File: src/crao_pkg.sv
// Package: constants and bus carrier types for the command/address output stage
package crao_pkg;

  // ****************************************************************
  // Field widths
  // ****************************************************************
  localparam int CRAO_RANK_W = 4;
  localparam int CRAO_ADDR_W = 18;
  localparam int CRAO_BANK_W = 2;
  localparam int CRAO_BG_W   = 2;
  localparam int CRAO_CKE_W  = 2;
  localparam int CRAO_ODT_W  = 2;

  // ****************************************************************
  // Field positions and reset values
  // ****************************************************************
  localparam int CRAO_WRITE_STROBE_BIT  = 14;    // Write strobe during activate
  localparam int CRAO_COLUMN_STROBE_BIT = 15;    // Column strobe during activate
  localparam int CRAO_ROW_STROBE_BIT    = 16;    // Row strobe during activate
  localparam int CRAO_CHIP_ID_LSB       = 2;     // Rank selects 2..3 carry chip id 0..1
  localparam int CRAO_LATENCY_DEF       = 1;     // Cycles from capture to valid output
  localparam int CRAO_LATENCY_MAX       = 8;
  localparam logic [CRAO_RANK_W-1:0] CRAO_RANK_IDLE = 4'hf;

  // ****************************************************************
  // Carrier of one command/address/control word
  // ****************************************************************
  typedef struct packed {
    logic [CRAO_RANK_W-1:0] rank_select_n;   // Active-low rank selects (or chip id bits 0..1)
    logic                   chip_id2;        // Chip identifier bit 2
    logic [CRAO_ADDR_W-1:0] addr;            // Bits 14..16 are strobes during activate
    logic [CRAO_BANK_W-1:0] bank;
    logic [CRAO_BG_W-1:0]   bank_group;
    logic                   activate_n;
    logic [CRAO_CKE_W-1:0]  clock_enable;
    logic [CRAO_ODT_W-1:0]  termination;
    logic                   parity;
  } crao_ca_t;

  localparam crao_ca_t CRAO_CA_RESET = '{
    rank_select_n: CRAO_RANK_IDLE,
    chip_id2:      1'b0,
    addr:          18'h00000,
    bank:          2'h0,
    bank_group:    2'h0,
    activate_n:    1'b1,
    clock_enable:  2'h0,
    termination:   2'h0,
    parity:        1'b0
  };

endpackage

File: src/crao_output_stage.sv
// Module: re-driving output stage of a registering command/address buffer
`timescale 1ns/1ps
// Function
// Valid command drives exactly one select low
// Activate: address bits 14-16 carry strobes
// Enabled parity error pulls alert low
// Error input pulls alert low always; the code releases alert while the reset input is low
// Re-driven reset comes from a flip-flop
// Outputs valid configured cycles after capture
// Upper selects carry chip id in mode
// Controller keeps even parity on inputs
// Low error input gives low alert
// Reset input clears latches, floats outputs
// Both output copies identical in value, timing
module crao_output_stage
  import crao_pkg::*;
#(
  parameter int LATENCY = CRAO_LATENCY_DEF
)
(
  // Clock and reset
  input  wire logic clk,
  input  wire logic rst,
  // Mode straps
  input  wire logic parity_enable,
  input  wire logic chip_id_mode,
  // Captured input side
  input  wire crao_ca_t ca_in,
  input  wire logic     module_reset_input_n,
  input  wire logic     error_in_n,
  // Re-driven copies
  output crao_ca_t      side_a_bus,
  output crao_ca_t      side_b_bus,
  output logic          bus_drive_en,
  output logic          redriven_module_reset_n,
  // Open-drain alert
  output logic          alert_out,
  output logic          alert_oe
);

  // ****************************************************************
  // Parameter check
  // ****************************************************************
  if (LATENCY < 1 || LATENCY > CRAO_LATENCY_MAX)
  begin : g_bad_latency
    $error("LATENCY must lie between 1 and 8");
  end

  // ****************************************************************
  // State
  // ****************************************************************
  typedef struct packed {
    crao_ca_t [LATENCY-1:0] pipe;
    logic                   drive_en;
    logic                   rst_out_n;
    logic                   alert_oe;
  } crao_state_t;

  crao_state_t state_ff;
  crao_state_t nxt_state;

  // Exactly one active-low select among those in use
  function automatic logic crao_cmd_valid(input logic [CRAO_RANK_W-1:0] sel_n, input logic id_mode);
    logic v;
    v = id_mode ? $onehot(~sel_n[CRAO_CHIP_ID_LSB-1:0]) : $onehot(~sel_n);
    return v;
  endfunction

  // Even parity over address, bank, group, activate and parity pin
  function automatic logic crao_parity_bad(input crao_ca_t w);
    logic p;
    p = ^{w.addr, w.bank, w.bank_group, w.activate_n, w.parity};
    return p;
  endfunction

  logic     in_valid;
  logic     in_par_bad;
  crao_ca_t captured;

  // ****************************************************************
  // Next-state logic
  // ****************************************************************
  always_comb
  begin
    in_valid   = crao_cmd_valid(ca_in.rank_select_n, chip_id_mode);
    in_par_bad = crao_parity_bad(ca_in);
    captured   = ca_in;                                  // Strobes ride on bits 14..16
    if (!in_valid)
    begin
      if (chip_id_mode)
        captured.rank_select_n[CRAO_CHIP_ID_LSB-1:0] = 2'h3; // Id bits still pass
      else
        captured.rank_select_n = CRAO_RANK_IDLE;       // No select without valid command
    end
    nxt_state           = state_ff;
    nxt_state.rst_out_n = module_reset_input_n;          // Clocked copy of reset
    // Delay line from capture to output
    nxt_state.pipe[0]   = captured;
    for (int i = 1; i < LATENCY; i++)
    begin
      nxt_state.pipe[i] = state_ff.pipe[i-1];
    end
    nxt_state.drive_en  = 1'b1;
    // Alert from input error or enabled parity check
    nxt_state.alert_oe  = !error_in_n || (parity_enable && in_valid && in_par_bad);
    // Reset input clears latches and floats outputs
    if (!module_reset_input_n)
    begin
      for (int i = 0; i < LATENCY; i++)
      begin
        nxt_state.pipe[i] = CRAO_CA_RESET;
      end
      nxt_state.drive_en = 1'b0;
      nxt_state.alert_oe = 1'b0;
    end
  end

  // ****************************************************************
  // State register
  // ****************************************************************
  always_ff @(posedge clk)
  begin
    if (rst)
    begin
      state_ff.pipe      <= {LATENCY{CRAO_CA_RESET}};
      state_ff.drive_en  <= 1'b0;
      state_ff.rst_out_n <= 1'b0;
      state_ff.alert_oe  <= 1'b0;
    end
    else
    begin
      state_ff <= nxt_state;
    end
  end

  // Both copies from the same last stage
  assign side_a_bus              = state_ff.pipe[LATENCY-1];
  assign side_b_bus              = state_ff.pipe[LATENCY-1];
  assign bus_drive_en            = state_ff.drive_en;
  assign redriven_module_reset_n = state_ff.rst_out_n;
  assign alert_oe                = state_ff.alert_oe;
  assign alert_out               = 1'b0;              // Open drain only ever pulls low

  // ****************************************************************
  // Assertions
  // ****************************************************************
  logic [3:0] up_cnt_ff;   // Cycles since reset input went high, saturating

  always_ff @(posedge clk)
  begin
    if (rst || !module_reset_input_n)
      up_cnt_ff <= 4'h0;
    else if (up_cnt_ff != 4'hf)
      up_cnt_ff <= up_cnt_ff + 4'h1;
  end

  // Mode that applied at capture decides which selects count, for any latency
  property p_one_select;
    @(posedge clk) disable iff (rst)
    $past(chip_id_mode, LATENCY) ? ($countones(~side_a_bus.rank_select_n[CRAO_CHIP_ID_LSB-1:0]) <= 1)
      : ($countones(~side_a_bus.rank_select_n) <= 1);
  endproperty
  a_one_select: assert property (p_one_select) else $error("More than one select low");

  property p_strobes;
    @(posedge clk) disable iff (rst)
    (up_cnt_ff > 4'(LATENCY)) && !side_a_bus.activate_n |->
      side_a_bus.addr[CRAO_ROW_STROBE_BIT:CRAO_WRITE_STROBE_BIT] == $past(ca_in.addr[16:14], LATENCY);
  endproperty
  a_strobes: assert property (p_strobes) else $error("Activate strobes not carried");

  property p_parity_alert;
    @(posedge clk) disable iff (rst)
    parity_enable && module_reset_input_n && crao_cmd_valid(ca_in.rank_select_n, chip_id_mode)
      && crao_parity_bad(ca_in) |=> alert_oe;
  endproperty
  a_parity_alert: assert property (p_parity_alert) else $error("Parity error not alerted");

  property p_error_alert;
    @(posedge clk) disable iff (rst)
    !error_in_n && module_reset_input_n |=> alert_oe && !alert_out;
  endproperty
  a_error_alert: assert property (p_error_alert) else $error("Error input not alerted");

  property p_no_false_alert;
    @(posedge clk) disable iff (rst)
    ##1 alert_oe |-> $past(!error_in_n) || ($past(parity_enable) && $past(crao_parity_bad(ca_in)));
  endproperty
  a_no_false_alert: assert property (p_no_false_alert) else $error("Alert without cause");

  property p_reset_out;
    @(posedge clk) disable iff (rst)
    ##1 redriven_module_reset_n == $past(module_reset_input_n);
  endproperty
  a_reset_out: assert property (p_reset_out) else $error("Re-driven reset not one cycle late");

  property p_latency;
    @(posedge clk) disable iff (rst)
    up_cnt_ff > 4'(LATENCY) |-> side_a_bus.addr == $past(ca_in.addr, LATENCY)
      && side_a_bus.bank == $past(ca_in.bank, LATENCY) && side_a_bus.parity == $past(ca_in.parity, LATENCY);
  endproperty
  a_latency: assert property (p_latency) else $error("Output not valid after latency");

  property p_chip_id;
    @(posedge clk) disable iff (rst)
    up_cnt_ff > 4'(LATENCY) && $past(chip_id_mode, LATENCY) |->
      side_a_bus.rank_select_n[3:2] == $past(ca_in.rank_select_n[3:2], LATENCY);
  endproperty
  a_chip_id: assert property (p_chip_id) else $error("Chip id bits not carried");

  property p_float;
    @(posedge clk) disable iff (rst)
    !module_reset_input_n |=> !bus_drive_en && !alert_oe && side_a_bus.rank_select_n == CRAO_RANK_IDLE;
  endproperty
  a_float: assert property (p_float) else $error("Outputs not floated in reset");

  property p_copies;
    @(posedge clk) disable iff (rst)
    side_a_bus == side_b_bus;
  endproperty
  a_copies: assert property (p_copies) else $error("Output copies differ");

  c_activate: cover property (@(posedge clk) disable iff (rst) bus_drive_en && !side_a_bus.activate_n);
  c_parity: cover property (@(posedge clk) disable iff (rst) parity_enable ##1 alert_oe);
  c_chip_id: cover property (@(posedge clk) disable iff (rst) chip_id_mode && bus_drive_en);
  c_float: cover property (@(posedge clk) disable iff (rst) !module_reset_input_n ##1 module_reset_input_n);

endmodule

File: config.mk
export PLATFORM = sky130hd
export DESIGN_NAME = crao_output_stage
export DESIGN_NICKNAME = d
export VERILOG_FILES = /design/src/crao_pkg.sv /design/src/crao_output_stage.sv
export SDC_FILE = /design/constraint.sdc
export NUM_CORES = 1
export LEC_CHECK = 0
export BUFFER_PORTS_ARGS = -buffer_cell sky130_fd_sc_hd__buf_2
export CAP_MARGIN = 0
export CORE_MARGIN = 2
export CORE_UTILIZATION = 43
export DETAILED_ROUTE_END_ITERATION = 7
export PLACE_DENSITY_LB_ADDON = 0.12
export REMOVE_ABC_BUFFERS = 1
export SETUP_SLACK_MARGIN = 0.5
export SLEW_MARGIN = 10
export SYNTH_ARGS = -nofsm -noshare
export SYNTH_HDL_FRONTEND = slang
export SYNTH_SLANG_ARGS = --single-unit
File: constraint.sdc
create_clock -name clk -period 5 [get_ports clk]
set_input_delay 1 -clock clk [delete_from_list [all_inputs] [get_ports clk]]
set_output_delay 1 -clock clk [all_outputs]
set_load 0.05 [all_outputs]
==> flow_summary_export.csv, run 1 <==
group,metric,value,unit
cts,cts_buffers,5,
cts,cts_tree,"built",
grt,grt_pass1_wl,4519,µm
floorplan,die_x,63.44,µm
sta,finalMaxSlewViolations,0,
route,num_vias,1159,
route,vias_per_cell,4.277,
synth,syn_avg_cell_area,10.26,µm²
sta,setup_violations,0,
grt,antenna_found_initial,0,
sta,worst_pin_slew,0.9389,ns
final_layout,fin_area,0.001909,mm²
cts,post_cts_buffers,0,
route,drt_iter0_drc,31,
final_layout,syn_to_final_growth,25.70,%
synth,ys_seq_elements,35,
pwr,power.total,0.0006587,W
cts,cts_resized,0,
synth,ys_types,21,
pwr,powerDensity,345.0,mW/mm²
synth,netlist_instances,148,
cts,cts.sinks,35,
sta,relSlewSlack,37.12,%
placed_design,dpl-instance-area,0.001841,mm²
synth,synth_seq_area_share,46.13,%
grt,grt_pass1_vias,1065,
cts,postCtsHoldBufs,0,
pwr,leakage,1.041,nW
floorplan,dieArea,0.004024,mm²
cts,ctsRootBufferMaster,"clkbuf_4",
route,drcViolationCount,0,
route,antenna_left,0,
sta,fin_crit_sh,53.41,%
floorplan,start_util,45.16,%
worst_setup_path,required,5.23,ns
final_layout,drive_gt1_share,52.00,%
floorplan,die_h,63.44,µm
hold_path,hold_path_class,"primary input to register",
worst_setup_path,cp_data_arrival_time,2.90,ns
route,routed_wl,2788,µm
grt,grt_use_total,15.02,%
worst_setup_path,critical_path_class,"primary input to register",
final_layout,multiInputGateArea,520.5,µm²
final_layout,sequential_cell_area,700.7,µm²
route,avgRoutedWirePerCell,10.29,µm
worst_setup_path,crit_path_start_kind,"primary input",
cts,clk_path_buf_depth,2,
placed_design,place_congestion,0.6529,
cts,clkTransAtPathRegs,0.10,ns
sta,finalHoldViolCount,0,
placed_design,numPortBuffers,107,
outcome,run_status,"finished, final reports clean",
final_layout,diodes,0,
flow_run,maxCapViolations,0,
sta,rsz0062_at_grt,"no",
synth,synth_area,0.001519,mm²
floorplan,rows,21,
worst_setup_path,cp_max_fo,2,
final_layout,fillerInstances,334,
floorplan,core,0.003363,mm²
cts,htree_levels,2,
grt,grt_max_degree,34,
placed_design,hpwl,2222,µm
sta,max_freq,0.3744,GHz
sta,setup_tns,0,ns
synth,yosys_warnings,0,
grt,globalRouteOverflowTotal,0,
worst_setup_path,worstSetupEndpointType,"register",
final_layout,final_util,56.77,%
sta,fin_crit,2.671,ns
route,drtPass1Iterations,4,
floorplan,ios,109,
pwr,vdd_drop_max,0.1673,mV
final_layout,final_net_count,267,
-- Yosys cell counts (all sizes together) --
cell,number,area [µm²]
a21oi,1,5.000
nor2b,2,12.51
fa,1,20.02
conb,1,3.750
nor3b,1,7.510
or2,1,6.260
xnor3,1,22.52
dfxtp,35,700.7
clkbuf,3,11.26
buf,35,262.8
xor2,2,17.52
and2,28,176.4
o21ai,1,5.000
a32o,1,10.01
xnor2,19,166.4
nor2,1,3.750
ha,3,37.54
inv,7,26.28
nand2,3,11.26
nand2b,2,12.51
-- registers in the layout (all words and copies together), names as in the netlist --
name / flops
side_a_bus: 33
alert_oe: 1
bus_drive_en: 1
-- critical path: stages --
cell,delay [ns]
buf_2,0.12
fa_1,0.55
inv_1,0.05
ha_1,0.17
ha_1,0.27
nor3b_1,0.25
o21ai_0,0.15
or2_2,0.34
-- cell usage in the layout (no fill, tap or decap), drive strengths merged --
master,synthesis,final
a21oi,1,1
a32o,1,1
and2,28,28
buf,35,107
clkbuf,3,8
conb,1,1
dfxtp,35,35
fa,1,1
ha,3,3
inv,7,7
nand2,3,3
nand2b,2,2
nor2,1,1
nor2b,2,2
nor3b,1,1
o21ai,1,1
or2,1,1
xnor2,19,19
xnor3,1,1
xor2,2,2
-- worst paths after layout --
path	from	end	slack [ns]	cells past startpoint
hold / removal	ca_in[2]	side_a_bus[2]	0.86	2
setup / recovery	ca_in[29]	side_a_bus[32]	2.33	8
-- power breakdown --
group          total, W  internal, W  switching (W)  leakage [nW]
Sequential     0.000295     0.000290     0.00000432         0.288
Clock          0.000172    0.0000827      0.0000888        0.0386
Combinational  0.000192    0.0000687       0.000124         0.715
Total          0.000659     0.000442       0.000217          1.04
-- routing by layer --
metal	vias up	GRT usage, %	wire [µm]
li1	566	-	-
met1	514	13.39	977
met2	75	26.84	1406
met3	4	9.107	371
met4	0	6.522	32
met5	-	0	0
-- logic make-up (layout without fill, tap and decap cells) --
group,count (synthesis),count (layout),synth area share [%]
and+or+nand+nor,38,38,15.16
buffers and inverters,45,122,19.77
xor gates and xnor gates,22,22,13.59
DFF,35,35,46.13
adders and majority gates,4,4,3.789
other,1,1,0.2469
AOI/OAI and AO/OA,3,3,1.317
-- area by class of cell --
cell class | instances | share of cell area [%]
Multi-Input combinational cell | 68 | 27.26
Clock buffer | 8 | 3.604
Inverter | 7 | 1.376
Tap cell | 46 | 3.014
Timing Repair Buffer | 107 | 28.05
Sequential cell | 35 | 36.70
-- through the flow --
| stage | hold slack [ns] | worst slack (ns) | cells |
|---|---|---|---|
| after floorplan | 1.100 | 2.267 | 110 |
| after global placement | 1.205 | 2.089 | 263 |
| after detailed placement | 1.204 | 1.973 | 263 |
| after CTS | 0.8518 | 2.347 | 271 |
| after global routing | 0.8297 | 2.248 | 271 |
| final | 0.8638 | 2.329 | 271 |
No activity file was read; power rests on OpenSTA's default activity.
==> run 2: changes to the inputs <==
CORE_UTILIZATION = 40   (was 43)
clock period = 2.7 ns   (was 5 ns; I/O delays follow)
==> run 2 against run 1 <==
Sequential power up 85%; via count down 3.5%; worst hold slack lost 0.40 ns; clock-buffer cell count is the same; sequential cell count is the same; combinational power is 88% higher; sequential share of layout area decreased by 0.91 points; final cell count rose by 1.1%; non-clock buffer count up 1; setup slack got worse by 1.7 ns; routed wire length fell by 4.6%; final area is 2.6% higher; largest cell class unchanged.
==> flow_summary_export.csv, run 2 (same netlist as run 1, synthesis figures left out) <==
group,metric,value,unit
sta,fin_hold_ws,0.4674,ns
worst_setup_path,cp_data_arrival_time,2.34,ns
final_layout,layoutNonFillerInstCount,274,
floorplan,rows,22,
worst_setup_path,crit_path_start_kind,"primary input",
grt,grt_pass1_vias,963,
cts,postCtsHoldBufs,0,
route,routed_wl,2660,µm
route,avgRoutedWirePerCell,9.708,µm
cts,cts_buffers,5,
placed_design,place_ws,0.1728,ns
final_layout,final_common_cell,"buf_2",
final_layout,final_net_count,268,
pwr,vdd_drop_max,0.2194,mV
route,num_vias,1119,
worst_setup_path,cp_max_fo,3,
cts,ctsRootBufferMaster,"clkbuf_8",
final_layout,multiInputGateArea,528.0,µm²
cts,cts_tree,"built",
placed_design,numPortBuffers,107,
final_layout,sequential_cell_area,700.7,µm²
sta,rsz0062_at_grt,"yes",
grt,globalRouteMet2Util,22.98,%
sta,fin_crit,2.118,ns
grt,grt_use_total,12.25,%
final_layout,largest_reg_flops,33,
floorplan,die_h,65.62,µm
sta,setup_violations,0,
grt,use_met1,11.44,%
final_layout,diodes,0,
route,drcViolationCount,0,
worst_setup_path,required,2.92,ns
cts,cts.sinks,35,
final_layout,final_cell_mix,"107 x buf_2, 35 x dfxtp_1, 27 x and2_1",
placed_design,hpwl,2208,µm
sta,fin_ws,0.5815,ns
final_layout,final_util,53.49,%
grt,grt_max_degree,23,
floorplan,ios,109,
floorplan,core,0.003661,mm²
floorplan,start_util,41.49,%
route,antenna_left,0,
cts,clk_path_buf_depth,2,
sta,finalMaxSlewViolations,0,
worst_setup_path,worstSetupEndpointType,"register",
pwr,leakage,1.062,nW
cts,post_cts_buffers,0,
worst_setup_path,critical_path_class,"primary input to register",
final_layout,fillerInstances,350,
sta,fin_crit_sh,78.46,%
final_layout,syn_to_final_growth,28.91,%
sta,finalHoldViolCount,0,
grt,antenna_found_initial,0,
worst_setup_path,endpoint,"alert_oe",
sta,max_freq,0.4720,GHz
route,drt_iter0_drc,44,
sta,setup_tns,0,ns
final_layout,drive_gt1_share,53.10,%
hold_path,hold_path_class,"primary input to register",
placed_design,place_congestion,0.6760,
flow_run,maxCapViolations,0,
grt,grt_pass1_wl,3898,µm
cts,htree_levels,2,
floorplan,dieArea,0.004306,mm²
pwr,powerDensity,666.6,mW/mm²
route,vias_per_cell,4.084,
route,drtPass1Iterations,2,
outcome,run_status,"finished, final reports clean",
placed_design,dp.cells,266,
cts,clkTransAtPathRegs,0.07,ns
grt,grt.busiest_layer,"met2",
grt,met3_usage,4.452,%
floorplan,die_x,65.62,µm
worst_setup_path,setup.worst_path.start,"ca_in[29]",
grt,globalRouteOverflowTotal,0,
==> run 2: cell count changes in the layout (fill, tap and decap cells not counted), sizes merged <==
cell / previous run / this run
buf: 107 / 108
==> run 2: through the flow <==
| stage | power [W] | cell area [µm²] |
|---|---|---|
| 4_1_cts | 0.001329 | 1956 |
| 3_5_place_dp | 0.0009193 | 1851 |
| 6_report | 0.001305 | 1958 |
| 2_1_floorplan | 0.0008248 | 1245 |
| 3_3_place_gp | 0.0009149 | 1851 |
| 5_1_grt | 0.001368 | 1958 |
==> run 2: final cells by class <==
cell class,count,area share (%)
sequential,35,35.78
clock buffer,8,5.112
inverter,7,1.342
tap,48,3.067
timing repair buffer,108,27.73
multi-input combinational,68,26.96
==> run 2: worst min-delay path by stage <==
stage / startpoint / end / slack (ns) / cells past startpoint
3_5_place_dp: ca_in[28] / side_a_bus[28] / 0.75 / 2
6_report: ca_in[2] / side_a_bus[2] / 0.47 / 2
2_1_floorplan: ca_in[30] / side_a_bus[30] / 0.64 / 2
5_1_grt: ca_in[1] / side_a_bus[1] / 0.46 / 2
4_1_cts: ca_in[28] / side_a_bus[28] / 0.46 / 2
3_3_place_gp: ca_in[2] / side_a_bus[2] / 0.74 / 2
==> run 2: routing by layer <==
| layer | share of wire (%) | up-vias |
|---|---|---|
| met2 | 52 | 65 |
| li1 | - | 562 |
| met5 | 0 | - |
| met1 | 36 | 490 |
| met4 | 0.56 | 0 |
| met3 | 11 | 2 |
==> run 2: timing repair <==
action | 4_1_cts | 5_1_grt
resized for setup | 1 | 2
pin swaps | 0 | 1
setup endpoints to repair | 2 | 4
==> run 2: critical path, cell delays in order <==
cell     delay (ns)
buf_2          0.12
fa_1           0.55
inv_1          0.05
ha_1           0.18
ha_1           0.28
nor3b_2        0.19
a21oi_1        0.10
nor2b_2        0.15
a32o_1         0.17
==> run 2: power breakdown <==
group | leakage [nW] | internal [W] | switching, W | total (W)
logic | 0.723 | 0.000130 | 0.000231 | 0.000361
clock network | 0.0515 | 0.000232 | 0.000166 | 0.000398
registers | 0.288 | 0.000538 | 0.00000813 | 0.000546
